File: config.mk
export PLATFORM = sky130hd
export DESIGN_NAME = pah_cmd_handler
export DESIGN_NICKNAME = d
export VERILOG_FILES = /design/src/verilog/pah_pkg.sv /design/src/verilog/pah_cmd_handler.sv
export SDC_FILE = /design/constraint.sdc
export NUM_CORES = 1
export LEC_CHECK = 0
export ABC_CLOCK_PERIOD_IN_PS = 4600
export BUFFER_PORTS_ARGS = -buffer_cell sky130_fd_sc_hd__buf_2
export CELL_PAD_IN_SITES_DETAIL_PLACEMENT = 0
export CELL_PAD_IN_SITES_GLOBAL_PLACEMENT = 1
export CORE_MARGIN = 10
export CORE_UTILIZATION = 43
export CTS_CLUSTER_SIZE = 8
export DETAILED_ROUTE_END_ITERATION = 8
export PLACE_DENSITY = 0.88
export RECOVER_POWER = 25
export SLEW_MARGIN = 20
export SYNTH_ARGS = -nofsm -noshare
export SYNTH_HDL_FRONTEND = slang
export SYNTH_SLANG_ARGS = --single-unit
File: constraint.sdc
create_clock -name ref_clk -period 4.6 [get_ports ref_clk]
set_input_delay 0.92 -clock ref_clk [delete_from_list [all_inputs] [get_ports ref_clk]]
set_output_delay 0.92 -clock ref_clk [all_outputs]
set_load 0.05 [all_outputs]
File: src/verilog/pah_pkg.sv
// Constants and carrier types of the power and address command handler.
package pah_pkg;

  // Clock rate and the one-second tick of the low-power timer.
  localparam int unsigned CLK_HZ = 20_000_000;
  localparam int unsigned TICK_S = 1;
  localparam int unsigned CYC_PER_SEC = CLK_HZ * TICK_S;

  // Command opcodes; the values are arbitrary.
  typedef enum logic [7:0] {
    OP_WAKE_CFG = 8'h05,
    OP_POWER_DOWN = 8'h06,
    OP_GET_ADDR = 8'h07,
    OP_SET_LONG = 8'h08,
    OP_SET_ID = 8'h09
  } pah_op_type;

  // Response codes.
  localparam logic [7:0] RSP_OK = 8'h00;
  localparam logic [7:0] RSP_SHORT = 8'h01;
  localparam logic [7:0] RSP_LONG = 8'h02;
  localparam logic [7:0] RSP_BAD_VALUE = 8'h03;
  localparam logic [7:0] RSP_NOT_GPIO = 8'h08;
  localparam logic [7:0] RSP_IS_OUTPUT = 8'h09;
  localparam logic [7:0] RSP_CONFLICT = 8'h0C;
  localparam logic [7:0] RSP_BAD_ADDR = 8'h13;

  // Peripheral source mask bit positions.
  localparam int unsigned PER_TIMER = 0;
  localparam int unsigned PER_RADIO = 1;
  localparam int unsigned PER_WAKE_PIN = 2;
  localparam int unsigned PER_SER1 = 3;
  localparam int unsigned PER_SER2 = 4;
  localparam int unsigned PER_SPI = 5;
  localparam logic [7:0] PER_USED = 8'h3F;

  // Low-power mode values.
  localparam logic [7:0] MODE_SLEEP = 8'h00;
  localparam logic [7:0] MODE_STOP = 8'h02;
  localparam logic [7:0] MODE_STANDBY = 8'h04;

  // Frame field lengths in bytes.
  localparam logic [3:0] LEN_WAKE_NARROW = 4'h7;
  localparam logic [3:0] LEN_WAKE_WIDE = 4'h9;
  localparam logic [3:0] LEN_POWER = 4'h5;
  localparam logic [3:0] LEN_LONG = 4'h8;
  localparam logic [3:0] LEN_LONG_RST = 4'h9;
  localparam logic [3:0] LEN_ID = 4'h2;
  localparam logic [3:0] LEN_SAT = 4'hA;
  localparam logic [3:0] HDR_LAST = 4'h8;
  localparam logic [3:0] NET_LAST = 4'hF;
  localparam int unsigned HDR_LEN = 9;
  localparam int unsigned NET_BYTES = 16;
  localparam logic [15:0] ID_INVALID = 16'hFFFF;

  // Pins that are GPIOs, and pin pairs that cannot both wake the device.
  localparam logic [31:0] GPIO_PINS_DEF = 32'h01FB_32FE;
  localparam logic [39:0] CONFLICT_DEF = {5'd20, 5'd9, 5'd19, 5'd5, 5'd24, 5'd2, 5'd23, 5'd1};

  // Register port map and fields.
  localparam logic [3:0] REG_CTRL = 4'h0;
  localparam logic [3:0] REG_GPIO_OUT = 4'h1;
  localparam logic [3:0] REG_STATUS = 4'h2;
  localparam logic [3:0] REG_WAKE_FALL = 4'h3;
  localparam logic [3:0] REG_WAKE_RISE = 4'h4;
  localparam logic [3:0] REG_PAN_ID = 4'h5;
  localparam logic [3:0] REG_LONG_LO = 4'h6;
  localparam logic [3:0] REG_LONG_HI = 4'h7;
  localparam int unsigned CTRL_ACK = 0;

  // Reset values.
  localparam logic RST_ACK = 1'b1;
  localparam logic [15:0] RST_PAN_ID = 16'h0000;
  localparam logic [63:0] RST_LONG_ADDR = 64'h0000_0000_0000_0001;

  // Carrier types.
  typedef struct packed {
    logic [3:0] addr;
    logic [31:0] wdata;
    logic wr;
    logic rd;
  } pah_bus_req_type;

  typedef struct packed {
    logic start;
    logic [7:0] op;
    logic valid;
    logic [7:0] data;
    logic done;
  } pah_frame_type;

  typedef struct packed {
    logic [7:0] code;
    logic has_pin;
    logic [7:0] pin;
  } pah_rsp_type;

  typedef struct packed {
    logic radio_rx;
    logic wake_pin;
    logic ser1;
    logic ser2;
    logic spi;
    logic [31:0] gpio;
  } pah_wake_src_type;

endpackage : pah_pkg
File: src/verilog/pah_cmd_handler.sv
// Command handler for wakeup setup, power-down, address readback and network addressing.
// Behaviour
// Wakeup: peripheral byte, 4-byte falling mask, 4-byte rising mask.
// 3-byte edge masks accepted; upper pins then cannot wake.
// Peripheral bit 0 enables timer wakeup; bits 7, 6 reserved.
// Bit 1 keeps radio receiving for wakeup; clear puts it in standby.
// Bit 2 enables wake pin 8, rising edge only; the code acts on the pin in standby mode only, not in sleep or stop.
// Bits 3, 4, 5 enable serial one, serial two, SPI wakeup.
// Short frame answers 1, long 2; success 0 only with acknowledges on.
// Non-GPIO pin selected answers 8 with its number.
// Output pin selected answers 9 with its number.
// Conflicting pins answer 12 with the conflicting pin number.
// Mode 0 sleep, 2 stop, 4 standby; else code 3.
// Duration in seconds applies only with the timer as wake source.
// Low power ends only on events of the last wakeup setup.
// Readback has no fields, ignores extras; length 9 plus 16 per address.
// Readback sends 8-byte identifier, then 16-byte addresses, MSB first.
// Long address: 8 bytes, optional flag; nonzero flag resets network.
// Unacceptable long address answers 19.
// Identifier takes two bytes, applies at once, no network reset.
// Identifier 0xFFFF is invalid, answers 3.
// Queued packets may leave with the new identifier.
// Standby wakes only on timer or wake pin.
// Stop wakes on GPIOs, radio or timer, not serial activity.
// Rejected command changes no setting; first error only answers.
//
// The implementer's own choices: the address map and strobed register access.
`timescale 1ns/10ps

module pah_cmd_handler #(
  parameter int unsigned CYC_PER_SEC = pah_pkg::CYC_PER_SEC,
  parameter int unsigned NADDR = 1,
  parameter logic [31:0] GPIO_PINS = pah_pkg::GPIO_PINS_DEF,
  parameter int unsigned NPAIR = 4,
  parameter logic [NPAIR*10-1:0] CONFLICT_PAIRS = pah_pkg::CONFLICT_DEF
) (
  input wire logic ref_clk,
  input wire logic arst_n,
  input wire pah_pkg::pah_bus_req_type bus_req,
  output logic [31:0] bus_rdata_ff,
  input wire pah_pkg::pah_frame_type frm,
  input wire logic [NADDR-1:0][127:0] net_addr,
  input wire pah_pkg::pah_wake_src_type wake_src,
  output pah_pkg::pah_rsp_type rsp_ff,
  output logic rsp_valid_ff,
  output logic tx_valid_ff,
  output logic [7:0] tx_byte_ff,
  output logic tx_last_ff,
  output logic [15:0] tx_len_ff,
  output logic low_power_ff,
  output logic [7:0] lp_mode_ff,
  output logic radio_standby_ff,
  output logic wake_pulse_ff,
  output logic net_reset_ff,
  output logic [15:0] pan_id_ff,
  output logic [63:0] long_addr_ff,
  output logic [7:0] wake_per_ff,
  output logic [31:0] wake_fall_ff,
  output logic [31:0] wake_rise_ff
);
  import pah_pkg::*;

  // Gray-coded along idle, receive, execute, send; low power is one bit from send, though it is entered from execute.
  typedef enum logic [2:0] {
    ST_IDLE = 3'b000,
    ST_RX = 3'b001,
    ST_EXEC = 3'b011,
    ST_SEND = 3'b010,
    ST_LOW = 3'b110
  } pah_state_type;

  pah_state_type state_ff, nxt_state;
  logic [7:0] op_ff, nxt_op;
  logic [7:0] byte_ff [0:8];
  logic [7:0] nxt_byte [0:8];
  logic [3:0] cnt_ff, nxt_cnt;
  logic ack_en_ff, nxt_ack_en;
  logic [31:0] gpio_out_ff, nxt_gpio_out;
  logic [31:0] nxt_bus_rdata;
  pah_rsp_type nxt_rsp;
  logic nxt_rsp_valid, nxt_tx_valid, nxt_tx_last;
  logic [7:0] nxt_tx_byte;
  logic [15:0] nxt_tx_len;
  logic [3:0] send_k_ff, nxt_send_k, send_b_ff, nxt_send_b;
  logic [7:0] send_a_ff, nxt_send_a;
  logic nxt_low_power, nxt_radio_standby, nxt_wake_pulse, nxt_net_reset;
  logic [7:0] nxt_lp_mode, nxt_wake_per;
  logic [15:0] nxt_pan_id;
  logic [63:0] nxt_long_addr;
  logic [31:0] nxt_wake_fall, nxt_wake_rise;
  logic [31:0] div_ff, nxt_div, secs_ff, nxt_secs;
  logic timer_on_ff, nxt_timer_on;
  logic [31:0] gpio_prev_ff;
  logic wpin_prev_ff;

  // Decoded wakeup masks; a narrow mask leaves pins 24 and up unselectable.
  logic wide_v;
  logic [31:0] fall_v, rise_v, sel_v, bad_v, out_v;
  logic conf_hit;
  logic [4:0] conf_pin;
  assign wide_v = (cnt_ff == LEN_WAKE_WIDE);
  assign fall_v = wide_v ? {byte_ff[1], byte_ff[2], byte_ff[3], byte_ff[4]}
                         : {8'h00, byte_ff[1], byte_ff[2], byte_ff[3]};
  assign rise_v = wide_v ? {byte_ff[5], byte_ff[6], byte_ff[7], byte_ff[8]}
                         : {8'h00, byte_ff[4], byte_ff[5], byte_ff[6]};
  assign sel_v = fall_v | rise_v;
  assign bad_v = sel_v & ~GPIO_PINS;
  assign out_v = sel_v & gpio_out_ff;
  logic [63:0] long_v;
  assign long_v = {byte_ff[0], byte_ff[1], byte_ff[2], byte_ff[3], byte_ff[4], byte_ff[5], byte_ff[6], byte_ff[7]};

  // Lowest numbered pin in a mask, so a report is deterministic.
  function automatic logic [4:0] low_pin(input logic [31:0] m);
    logic [4:0] p;
    p = 5'd0;
    for (int i = 31; i >= 0; i--) begin
      if (m[i]) begin
        p = 5'(i);
      end
    end
    return p;
  endfunction : low_pin

  // The lowest-indexed pair that is fully selected is reported.
  always_comb begin
    conf_hit = 1'b0;
    conf_pin = 5'd0;
    for (int i = NPAIR - 1; i >= 0; i--) begin
      if (sel_v[CONFLICT_PAIRS[i*10 +: 5]] && sel_v[CONFLICT_PAIRS[i*10+5 +: 5]]) begin
        conf_hit = 1'b1;
        conf_pin = CONFLICT_PAIRS[i*10+5 +: 5];
      end
    end
  end

  // Wake events, gated by the stored setup and then by the mode.
  logic tick_v, timer_hit, radio_hit, pin_hit, ser_hit, gpio_hit, wake_v;
  assign tick_v = (div_ff == 32'(CYC_PER_SEC - 1));
  assign timer_hit = timer_on_ff && (secs_ff == 32'h0000_0000);
  assign radio_hit = wake_per_ff[PER_RADIO] && wake_src.radio_rx;
  assign pin_hit = wake_per_ff[PER_WAKE_PIN] && wake_src.wake_pin && !wpin_prev_ff;
  assign ser_hit = (wake_per_ff[PER_SER1] && wake_src.ser1) || (wake_per_ff[PER_SER2] && wake_src.ser2)
                   || (wake_per_ff[PER_SPI] && wake_src.spi);
  assign gpio_hit = |((gpio_prev_ff & ~wake_src.gpio & wake_fall_ff) | (~gpio_prev_ff & wake_src.gpio & wake_rise_ff));
  always_comb begin
    if (lp_mode_ff == MODE_STANDBY) begin
      wake_v = timer_hit || pin_hit;
    end else if (lp_mode_ff == MODE_STOP) begin
      wake_v = timer_hit || radio_hit || gpio_hit;
    end else begin
      wake_v = timer_hit || radio_hit || gpio_hit || ser_hit;
    end
  end

  // Next state of frame engine, settings and register port.
  always_comb begin
    nxt_state = state_ff;
    nxt_op = op_ff;
    nxt_byte = byte_ff;
    nxt_cnt = cnt_ff;
    nxt_ack_en = ack_en_ff;
    nxt_gpio_out = gpio_out_ff;
    nxt_bus_rdata = 32'h0000_0000;
    nxt_rsp = rsp_ff;
    nxt_rsp_valid = 1'b0;
    nxt_tx_valid = 1'b0;
    nxt_tx_byte = 8'h00;
    nxt_tx_last = 1'b0;
    nxt_tx_len = tx_len_ff;
    nxt_send_k = send_k_ff;
    nxt_send_a = send_a_ff;
    nxt_send_b = send_b_ff;
    nxt_low_power = low_power_ff;
    nxt_lp_mode = lp_mode_ff;
    nxt_radio_standby = radio_standby_ff;
    nxt_wake_pulse = 1'b0;
    nxt_net_reset = 1'b0;
    nxt_pan_id = pan_id_ff;
    nxt_long_addr = long_addr_ff;
    nxt_wake_per = wake_per_ff;
    nxt_wake_fall = wake_fall_ff;
    nxt_wake_rise = wake_rise_ff;
    nxt_div = 32'h0000_0000;
    nxt_secs = secs_ff;
    nxt_timer_on = timer_on_ff;

    // Register port; the read answer stands for exactly one cycle.
    if (bus_req.wr) begin
      if (bus_req.addr == REG_CTRL) begin
        nxt_ack_en = bus_req.wdata[CTRL_ACK];
      end else if (bus_req.addr == REG_GPIO_OUT) begin
        nxt_gpio_out = bus_req.wdata;
      end
    end
    if (bus_req.rd) begin
      if (bus_req.addr == REG_CTRL) begin
        nxt_bus_rdata = {31'h0000_0000, ack_en_ff};
      end else if (bus_req.addr == REG_GPIO_OUT) begin
        nxt_bus_rdata = gpio_out_ff;
      end else if (bus_req.addr == REG_STATUS) begin
        nxt_bus_rdata = {8'h00, lp_mode_ff, wake_per_ff, 6'h00, radio_standby_ff, low_power_ff};
      end else if (bus_req.addr == REG_WAKE_FALL) begin
        nxt_bus_rdata = wake_fall_ff;
      end else if (bus_req.addr == REG_WAKE_RISE) begin
        nxt_bus_rdata = wake_rise_ff;
      end else if (bus_req.addr == REG_PAN_ID) begin
        nxt_bus_rdata = {16'h0000, pan_id_ff};
      end else if (bus_req.addr == REG_LONG_LO) begin
        nxt_bus_rdata = long_addr_ff[31:0];
      end else if (bus_req.addr == REG_LONG_HI) begin
        nxt_bus_rdata = long_addr_ff[63:32];
      end
    end

    case (state_ff)
      ST_IDLE: begin
        if (frm.start) begin
          nxt_op = frm.op;
          nxt_cnt = 4'h0;
          nxt_state = ST_RX;
        end
      end
      ST_RX: begin
        // Bytes beyond nine are only counted, enough to call the frame long.
        if (frm.valid) begin
          if (cnt_ff <= HDR_LAST) begin
            nxt_byte[cnt_ff] = frm.data;
          end
          if (cnt_ff != LEN_SAT) begin
            nxt_cnt = cnt_ff + 4'h1;
          end
        end
        if (frm.done) begin
          nxt_state = ST_EXEC;
        end
      end
      ST_EXEC: begin
        // Every check runs before any store, so a rejected frame leaves settings alone.
        nxt_state = ST_IDLE;
        nxt_rsp = '0;
        nxt_rsp_valid = ack_en_ff;
        case (op_ff)
          OP_WAKE_CFG: begin
            if (cnt_ff < LEN_WAKE_NARROW || cnt_ff == LEN_LONG) begin
              nxt_rsp.code = RSP_SHORT;
            end else if (cnt_ff > LEN_WAKE_WIDE) begin
              nxt_rsp.code = RSP_LONG;
            end else if (|bad_v) begin
              nxt_rsp = '{code: RSP_NOT_GPIO, has_pin: 1'b1, pin: {3'h0, low_pin(bad_v)}};
            end else if (|out_v) begin
              nxt_rsp = '{code: RSP_IS_OUTPUT, has_pin: 1'b1, pin: {3'h0, low_pin(out_v)}};
            end else if (conf_hit) begin
              nxt_rsp = '{code: RSP_CONFLICT, has_pin: 1'b1, pin: {3'h0, conf_pin}};
            end else begin
              nxt_wake_per = byte_ff[0] & PER_USED;
              nxt_wake_fall = fall_v;
              nxt_wake_rise = rise_v;
            end
          end
          OP_POWER_DOWN: begin
            if (cnt_ff < LEN_POWER) begin
              nxt_rsp.code = RSP_SHORT;
            end else if (cnt_ff > LEN_POWER) begin
              nxt_rsp.code = RSP_LONG;
            end else if (byte_ff[0] != MODE_SLEEP && byte_ff[0] != MODE_STOP && byte_ff[0] != MODE_STANDBY) begin
              nxt_rsp.code = RSP_BAD_VALUE;
            end else begin
              nxt_state = ST_LOW;
              nxt_low_power = 1'b1;
              nxt_lp_mode = byte_ff[0];
              nxt_radio_standby = !wake_per_ff[PER_RADIO] || (byte_ff[0] == MODE_STANDBY);
              nxt_timer_on = wake_per_ff[PER_TIMER];
              nxt_secs = {byte_ff[1], byte_ff[2], byte_ff[3], byte_ff[4]};
            end
          end
          OP_GET_ADDR: begin
            // Extras are ignored; the data goes out, acknowledges or not.
            nxt_rsp_valid = 1'b0;
            nxt_tx_len = 16'(HDR_LEN + NET_BYTES * NADDR);
            nxt_send_k = 4'h0;
            nxt_send_a = 8'h00;
            nxt_send_b = 4'h0;
            nxt_state = ST_SEND;
          end
          OP_SET_LONG: begin
            if (cnt_ff < LEN_LONG) begin
              nxt_rsp.code = RSP_SHORT;
            end else if (cnt_ff > LEN_LONG_RST) begin
              nxt_rsp.code = RSP_LONG;
            end else if (long_v == 64'h0000_0000_0000_0000 || long_v == 64'hFFFF_FFFF_FFFF_FFFF) begin
              nxt_rsp.code = RSP_BAD_ADDR;
            end else begin
              nxt_long_addr = long_v;
              nxt_net_reset = (cnt_ff == LEN_LONG_RST) && (byte_ff[8] != 8'h00);
            end
          end
          OP_SET_ID: begin
            if (cnt_ff < LEN_ID) begin
              nxt_rsp.code = RSP_SHORT;
            end else if (cnt_ff > LEN_ID) begin
              nxt_rsp.code = RSP_LONG;
            end else if ({byte_ff[0], byte_ff[1]} == ID_INVALID) begin
              nxt_rsp.code = RSP_BAD_VALUE;
            end else begin
              // Takes effect at once; queued frames pick it up too.
              nxt_pan_id = {byte_ff[0], byte_ff[1]};
            end
          end
          default: begin
            nxt_rsp_valid = 1'b0;
          end
        endcase
        // Errors always answer, whatever the acknowledge setting.
        if (nxt_rsp.code != RSP_OK) begin
          nxt_rsp_valid = 1'b1;
        end
      end
      ST_SEND: begin
        // One byte a cycle: code, identifier MSB first, then each address MSB first.
        nxt_tx_valid = 1'b1;
        if (send_k_ff == 4'h0) begin
          nxt_tx_byte = RSP_OK;
          nxt_send_k = 4'h1;
        end else if (send_k_ff <= HDR_LAST) begin
          nxt_tx_byte = long_addr_ff[8 * (8 - int'(send_k_ff)) +: 8];
          nxt_send_k = send_k_ff + 4'h1;
        end else begin
          nxt_tx_byte = net_addr[send_a_ff][8 * (15 - int'(send_b_ff)) +: 8];
          if (send_b_ff == NET_LAST) begin
            nxt_send_b = 4'h0;
            nxt_send_a = send_a_ff + 8'h01;
            if (send_a_ff == 8'(NADDR - 1)) begin
              nxt_tx_last = 1'b1;
              nxt_state = ST_IDLE;
            end
          end else begin
            nxt_send_b = send_b_ff + 4'h1;
          end
        end
      end
      ST_LOW: begin
        // Frames are ignored while asleep; seconds only count with the timer on.
        if (timer_on_ff && secs_ff != 32'h0000_0000) begin
          nxt_div = tick_v ? 32'h0000_0000 : div_ff + 32'h0000_0001;
          if (tick_v) begin
            nxt_secs = secs_ff - 32'h0000_0001;
          end
        end
        if (wake_v) begin
          nxt_state = ST_IDLE;
          nxt_low_power = 1'b0;
          nxt_radio_standby = 1'b0;
          nxt_timer_on = 1'b0;
          nxt_wake_pulse = 1'b1;
        end
      end
      default: begin
        nxt_state = ST_IDLE;
      end
    endcase
  end

  // Register stage for everything above.
  always_ff @(posedge ref_clk or negedge arst_n) begin
    if (!arst_n) begin
      state_ff <= ST_IDLE;
      op_ff <= 8'h00;
      for (int i = 0; i <= 8; i++) begin
        byte_ff[i] <= 8'h00;
      end
      cnt_ff <= 4'h0;
      ack_en_ff <= RST_ACK;
      gpio_out_ff <= 32'h0000_0000;
      bus_rdata_ff <= 32'h0000_0000;
      rsp_ff <= '0;
      rsp_valid_ff <= 1'b0;
      tx_valid_ff <= 1'b0;
      tx_byte_ff <= 8'h00;
      tx_last_ff <= 1'b0;
      tx_len_ff <= 16'h0000;
      send_k_ff <= 4'h0;
      send_a_ff <= 8'h00;
      send_b_ff <= 4'h0;
      low_power_ff <= 1'b0;
      lp_mode_ff <= MODE_SLEEP;
      radio_standby_ff <= 1'b0;
      wake_pulse_ff <= 1'b0;
      net_reset_ff <= 1'b0;
      pan_id_ff <= RST_PAN_ID;
      long_addr_ff <= RST_LONG_ADDR;
      wake_per_ff <= 8'h00;
      wake_fall_ff <= 32'h0000_0000;
      wake_rise_ff <= 32'h0000_0000;
      div_ff <= 32'h0000_0000;
      secs_ff <= 32'h0000_0000;
      timer_on_ff <= 1'b0;
      gpio_prev_ff <= 32'h0000_0000;
      wpin_prev_ff <= 1'b0;
    end else begin
      state_ff <= nxt_state;
      op_ff <= nxt_op;
      byte_ff <= nxt_byte;
      cnt_ff <= nxt_cnt;
      ack_en_ff <= nxt_ack_en;
      gpio_out_ff <= nxt_gpio_out;
      bus_rdata_ff <= nxt_bus_rdata;
      rsp_ff <= nxt_rsp;
      rsp_valid_ff <= nxt_rsp_valid;
      tx_valid_ff <= nxt_tx_valid;
      tx_byte_ff <= nxt_tx_byte;
      tx_last_ff <= nxt_tx_last;
      tx_len_ff <= nxt_tx_len;
      send_k_ff <= nxt_send_k;
      send_a_ff <= nxt_send_a;
      send_b_ff <= nxt_send_b;
      low_power_ff <= nxt_low_power;
      lp_mode_ff <= nxt_lp_mode;
      radio_standby_ff <= nxt_radio_standby;
      wake_pulse_ff <= nxt_wake_pulse;
      net_reset_ff <= nxt_net_reset;
      pan_id_ff <= nxt_pan_id;
      long_addr_ff <= nxt_long_addr;
      wake_per_ff <= nxt_wake_per;
      wake_fall_ff <= nxt_wake_fall;
      wake_rise_ff <= nxt_wake_rise;
      div_ff <= nxt_div;
      secs_ff <= nxt_secs;
      timer_on_ff <= nxt_timer_on;
      gpio_prev_ff <= wake_src.gpio;
      wpin_prev_ff <= wake_src.wake_pin;
    end
  end

endmodule : pah_cmd_handler

**Word-level counts from Yosys, hierarchy flattened**

Index checks and enable logic that the tools add are counted.

- Multipliers: 0
- Reductions and logical operators: 60
- $lt $le $gt $ge: 12
- Bitwise operators: 24
- Divide/modulo/power cells: 0
- Shift operators: 2
- Mux-type cells: 164
- Equal/unequal tests: 45
- Add/sub/neg operators: 8

Operators by type and width:

| cell | count |
|---|---|
| $mux W32 | 20 |
| $mux W5 | 53 |
| $and A32 B32 Y32 | 5 |
| $mux W128 | 1 |
| $shiftx A128 B8 Y8 | 1 |
| $mux W8 | 10 |
| $bwmux W72 | 1 |
| $eq A64 B64 Y1 const B | 1 |
| $logic_not A64 Y1 | 1 |
| $not A32 Y32 | 2 |
| $or A32 B32 Y32 | 2 |
| $pmux W32 S2 | 1 |
| $reduce_or A32 Y1 | 2 |
| $shiftx A64 B8 Y8 | 1 |
| $eq A8 B3 Y1 const B | 5 |
| $mux W4 | 10 |
| $mux W13 | 3 |
| $mux W1 | 35 |
| $add A32 B1 Y32 const B | 1 |
| $demux W8 S4 | 1 |
| $eq A32 B25 Y1 const B | 1 |
| $logic_not A32 Y1 | 1 |
| $pmux W8 S4 | 1 |
| $reduce_bool A32 Y1 | 1 |
| other kinds (56) | 155 |

- Logic and storage cells: 356
- Output and inout port bits: 240
- Bits of input ports: 224
- Register bits after elaboration: 457
- Bits in writable memories: 0
- Memories kept: 0
- ROM bits: 0
- Bits in latches: 0

**Logic depth before layout (Yosys ltp)**

- Depth in word-level cells: 45
- Mapped depth: 15
- Depth with buffers taken out: 9

**Worst setup path after synthesis**

Ideal clock, no wire load.

- Path type: register to register
- Start point: register send_k_ff[0]
- End point: register send_a_ff[5]
- Arrival: 3,150 ps
- Required time: 4,448 ps
- Cell stages (with the launch flop): 12
- Period minus slack after synthesis: 3,301 ps
- Buffers on the path: 2
- Path slack: 1,299 ps
- Setup time: 152 ps
- Path through: dfrtp_1 > buf_1 > clkbuf_1 > inv_1 > ha_1 > o21bai_1 > a2111o_1 > a2bb2oi_2 > nand4_1 > nor2_1 > xnor2_1 > nor2_1

- Word-level cells in the longest chain between the ends: 3
- Elaborated cells on any way between the ends: 5
- Those cells by class: 1 x order compare; 2 x eq/ne; 2 x reduce/logical

RTL lines:

| element | RTL line | source |
|---|---|---|
| start: declaration | pah_cmd_handler.sv:84 | `logic [3:0] send_k_ff, nxt_send_k, send_b_ff, nxt_send_b;` |
| start signal: assignment | pah_cmd_handler.sv:413 | `send_k_ff <= nxt_send_k;` |
| $le A4 B4 Y1 / $logic_not A4 Y1 (equally long branches) | pah_cmd_handler.sv:324, pah_cmd_handler.sv:321 |  |
| $ne A2 B2 Y1 (no source line) | -- |  |
| $reduce_and A5 Y1 (no source line) (*) | -- |  |
| end signal: assignment | pah_cmd_handler.sv:414 | `send_a_ff <= nxt_send_a;` |
| end: declaration | pah_cmd_handler.sv:85 | `logic [7:0] send_a_ff, nxt_send_a;` |

Mark *: on every way between the ends. The rest lies on a longest branch, timed or not.
A chain may end at the register's enable or synchronous reset.

**Worst setup path after layout**

- Start point: register cnt_ff[1]
- End point: register wake_fall_ff[20]

- Word-level cells in the longest chain between the ends: 10
- Elaborated cells on any way between the ends: 25
- Those cells by class: 2 x order compare; 2 x eq/ne; 6 x mux; 7 x bitwise; 8 x reduce/logical

RTL lines:

| element | RTL line | source |
|---|---|---|
| start: declaration | pah_cmd_handler.sv:76 | `logic [3:0] cnt_ff, nxt_cnt;` |
| start signal: assignment | pah_cmd_handler.sv:403 | `cnt_ff <= nxt_cnt;` |
| $eq A4 B4 Y1 | pah_cmd_handler.sv:101 | `assign wide_v = (cnt_ff == LEN_WAKE_WIDE);` |
| $mux W32 (on tied branches) | pah_cmd_handler.sv:102, pah_cmd_handler.sv:104 |  |
| $or A32 B32 Y32 | pah_cmd_handler.sv:106 | `assign sel_v = fall_v \| rise_v;` |
| $logic_and A1 B1 Y1 | pah_cmd_handler.sv:129 | `if (sel_v[CONFLICT_PAIRS[i*10 +: 5]] && sel_v[CONFLICT_PAIRS[i*10+5 +: 5]]) begin` |
| $mux W1 (4 in a row) | pah_cmd_handler.sv:129 |  |
| $not A1 Y1 (no source line) | -- |  |
| $reduce_and A7 Y1 (no source line) | -- |  |
| end signal: assignment | pah_cmd_handler.sv:424 | `wake_fall_ff <= nxt_wake_fall;` |
| end: declaration | pah_cmd_handler.sv:58 | `output logic [31:0] wake_fall_ff,` |

Several ways; a longest one is shown, not always the timed one.

==> results.py <==
metrics = {
    "worst_setup_path": {
        "critical_path_required_ns": 5.12,
        "cp-endpoint": "wake_fall_ff[20]$_DFFE_PN0P_",
        "r2r_slack_ns": 0.36,
        "worstSetupPathType": "reg2reg",
        "critPathLaunchType": "register",
        "reg2reg_depth": 12,
        "crit_arrival_ns": 4.76,
        "rr_endpoint": "wake_fall_ff[20]$_DFFE_PN0P_",
        "cpPeakStageDelay_ns": 0.62,
        "crit_fanout": 77,
        "worstSetupStartpoint": "cnt_ff[1]$_DFFE_PN0P_",
        "crit_path_end_kind": "register",
        "path_cells": "inv_1 > ha_1 > and3b_2 > buf_4 > mux2i_1 > nor4_1 > nand3_1 > nor4_4 > buf_12 > buf_4 > nor2_1 > a31oi_1",
        "reg2reg_from": "cnt_ff[1]$_DFFE_PN0P_",
        "worst_path_max_delay_cell": "nor4_1",
        "path_common_cell": "buf_4",
    },
    "clock_tree": {
        "clock_sinks": 450,
        "numCtsBuffers": 66,
        "clockBufferDepth": 3,
        "clk_latency_ns": 0.62,
        "cts_hold_buf": 0,
        "cts_tree": "yes",
        "cts.repair.resized": 0,
        "cts_max_level": 3,
        "path_clk_slew_ns": 0.05,
        "postCtsSetupRepairBufs": 0,
        "cts_root_buf": "clkbuf_16",
    },
    "logic_synthesis": {
        "synth_area_sq_um": 23600,
        "synth_top_family_by_area": "multiplexers",
        "synthXorXnorAreaFrac": 0.0141,
        "seq_area_frac_synth": 0.478,
        "synth-main-ff-cell": "dfrtp_1",
        "syn_inst": 2253,
        "netlist-cell-type-count": 75,
        "async_flop_share": 1.00,
        "synth_area_per_cell_sq_um": 10.5,
        "synth-simple-area-share": 0.159,
        "synth_compound_gate_area_share": 0.134,
        "synth_adder_area_share": 0.00584,
        "synth_edf_count": 0,
        "synth.area.mux_share": 0.170,
        "yosysWarnings": 0,
        "ys_ff_latch": 450,
    },
    "power": {
        "powerDensity_nw_per_um2": 494,
        "switchingPower_uw": 5410,
        "power.leakage_uw": 0.0132,
        "comb_power_share": 0.283,
        "switching_share": 0.387,
        "seqPwrFrac": 0.398,
        "clkPwrFrac": 0.319,
        "ir_worst_vdd_v": 0.000256,
        "p_int_uw": 8580,
        "totalPowerFinal_uw": 14000,
    },
    "timing": {
        "setup_slack_ns": 0.362,
        "finalHoldViolCount": 0,
        "fmax_mhz": 236,
        "finalSetupTns_ns": 0,
        "maxSlewViolCount": 176,
        "post-route-min-period_ns": 4.24,
        "setup_violations": 0,
        "hold_ws_ns": 0.444,
        "min_period_over_period": 0.921,
        "skew_ns": 0.0280,
        "max_slew.worst_pin.slew_ns": 2.30,
        "rsz0062_at_grt": "no",
        "slew_headroom": -0.534,
    },
    "placed_design": {
        "gp_congestion": 1.01,
        "dp_hpwl_um": 80200,
        "dp_worst_setup_slack_ns": 0.453,
        "portBuffers": 442,
    },
    "floorplan": {
        "ios": 464,
        "die_h_um": 254,
        "row_count": 85,
        "dieArea_sq_um": 64500,
        "dieWidth_um": 254,
        "coreArea_sq_um": 54000,
        "initial_core_util": 0.436,
    },
    "routing": {
        "vias": 22168,
        "firstDrtPassIters": 6,
        "drt_iter0_drc": 3166,
        "drc_errors": 0,
        "routedWlPerCell_um": 31.8,
        "ant_nets": 0,
        "postRouteWirelength_um": 108000,
        "vias_per_cell": 6.54,
    },
    "global_route": {
        "antenna_found_initial": 7,
        "grt-ovfl-total": 0,
        "grt_usage": 0.324,
        "grt_pass1_wl_um": 153000,
        "grt_max_degree": 82,
        "grt_pass1_vias": 21704,
    },
    "finish": {
        "final_util": 0.524,
        "nNetsFinal": 2912,
        "register_area_sq_um": 11300,
        "fillerInstances": 4812,
        "multi_input_area_sq_um": 11500,
        "area_growth_syn_to_layout_pct": 20.2,
        "drive_above_1_share": 0.314,
    },
    "status": {
        "status": "finished, violations left",
        "violations": "max-capacitance violations, max-slew violations",
    },
    "run": {
        "drv_cap": 3,
    },
    "worst_hold_path": {
        "hp-class": "in2reg",
    },
}
## critical path: cells and delay by family, from the launching register on
kind | cells | cell delay (ns)
AO/OA/AOI/OAI | 1 | 0.15
multiplexers | 1 | 0.14
adder cells (fa/ha/maj) | 1 | 0.30
flip-flops | 1 | 0.44
buffers and inverters | 4 | 1.12
AND/OR/NAND/NOR | 5 | 1.93
## cells in the mapped netlist, types with 12 or more instances
library cell  instances  area, sq um
a211oi_1             14          105
nand2_1             216          811
o31ai_1              13         97.6
xor2_1               28          245
dfrtp_1             448        11200
nand4_1              36          225
buf_2                22          110
nand3_1              55          275
nor4_1               51          319
clkbuf_1            103          387
a31oi_1              59          369
nor3_1               51          255
nor2_1              178          668
buf_1                17         63.8
a21oi_1              79          395
a221oi_1             30          263
o21a_1               12         90.1
inv_1                31          116
a22o_1               12          105
nand2b_1             15         93.8
o22ai_1              31          194
mux2i_1              48          480
mux2_2              201         2260
nor2b_1              42          263
o21ai_0             154          771
buf_4                28          210
mux4_2               56         1260
nand3b_1             37          278
## per-layer routing
layer / vias up / wire length (um) / track usage
met5: - / 64 / 0
met4: 10 / 6010 / 0.171
met3: 322 / 12500 / 0.0945
met2: 1580 / 48500 / 0.493
met1: 11138 / 40600 / 0.412
li1: 9118 / - / -
## power by group through the flow
stage          clock [uW]  sequential (uW)  combinational, uW
6_report             4460             5570               3960
5_1_grt              4650             5550               4230
4_1_cts              4480             5470               3880
3_5_place_dp            0             5530               3860
3_3_place_gp            0             5510               3830
2_1_floorplan           0             4780               2820
## layout by cell type, fill, tap and decap left out, drive strengths merged, types with 12 or more instances in the layout
master	n
nand2b	15
buf	470
nand2	216
nand4	36
inv	33
o21ai	157
xor2	28
a21oi	79
nand3b	37
a221oi	30
nand3	55
mux2i	48
nor4	56
o22ai	31
nor2	178
nor3	53
o21a	12
a211oi	14
mux4	56
mux2	201
nor2b	42
conb	21
o31ai	13
dfrtp	448
a31oi	59
a22o	12
clkbuf	114
## worst min-delay path by stage
stage | from | to | depth (start not counted)
3_3_place_gp | div_ff[0]$_DFF_PN0_ | div_ff[0]$_DFF_PN0_ | 1
4_1_cts | arst_n | gpio_prev_ff[30]$_DFF_PN0_ | 1
3_5_place_dp | div_ff[0]$_DFF_PN0_ | div_ff[0]$_DFF_PN0_ | 1
5_1_grt | wake_src[16] | gpio_prev_ff[16]$_DFF_PN0_ | 1
2_1_floorplan | div_ff[0]$_DFF_PN0_ | div_ff[0]$_DFF_PN0_ | 1
6_report | wake_src[31] | gpio_prev_ff[31]$_DFF_PN0_ | 1
## per-stage QoR
stage	cell area (sq um)	cells
2_1_floorplan	23600	2273
3_3_place_gp	26600	3305
3_5_place_dp	26600	3305
4_1_cts	28400	3388
5_1_grt	28300	3389
6_report	28300	3390
## state kept, by name, indices dropped and copies added, names as in the netlist, 10 cells and up
register,count
gpio_out_ff,32
wake_fall_ff,32
long_addr_ff,64
bus_rdata_ff,32
secs_ff,32
rsp_ff,10
gpio_prev_ff,32
pan_id_ff,16
div_ff,32
wake_rise_ff,32
byte_ff,72
## cell type report
| class | instances | area share |
|---|---|---|
| Multi-Input combinational cell | 1618 | 0.406 |
| Clock inverter | 7 | 0.00437 |
| Clock buffer | 76 | 0.0603 |
| Inverter | 32 | 0.00424 |
| Tap cell | 696 | 0.0307 |
| Sequential cell | 450 | 0.398 |
| Antenna cell | 2 | 0.000177 |
| Timing Repair Buffer | 509 | 0.0968 |
## logic make-up after synthesis
kind of cell	count (synthesis)
AOI/OAI and AO/OA	492
xor gates and xnor gates	38
adders and majority gates	11
buffers and inverters	205
DFF	450
muxes	305
other	1
and+or+nand+nor	751
(Power assumes the default switching activity.)
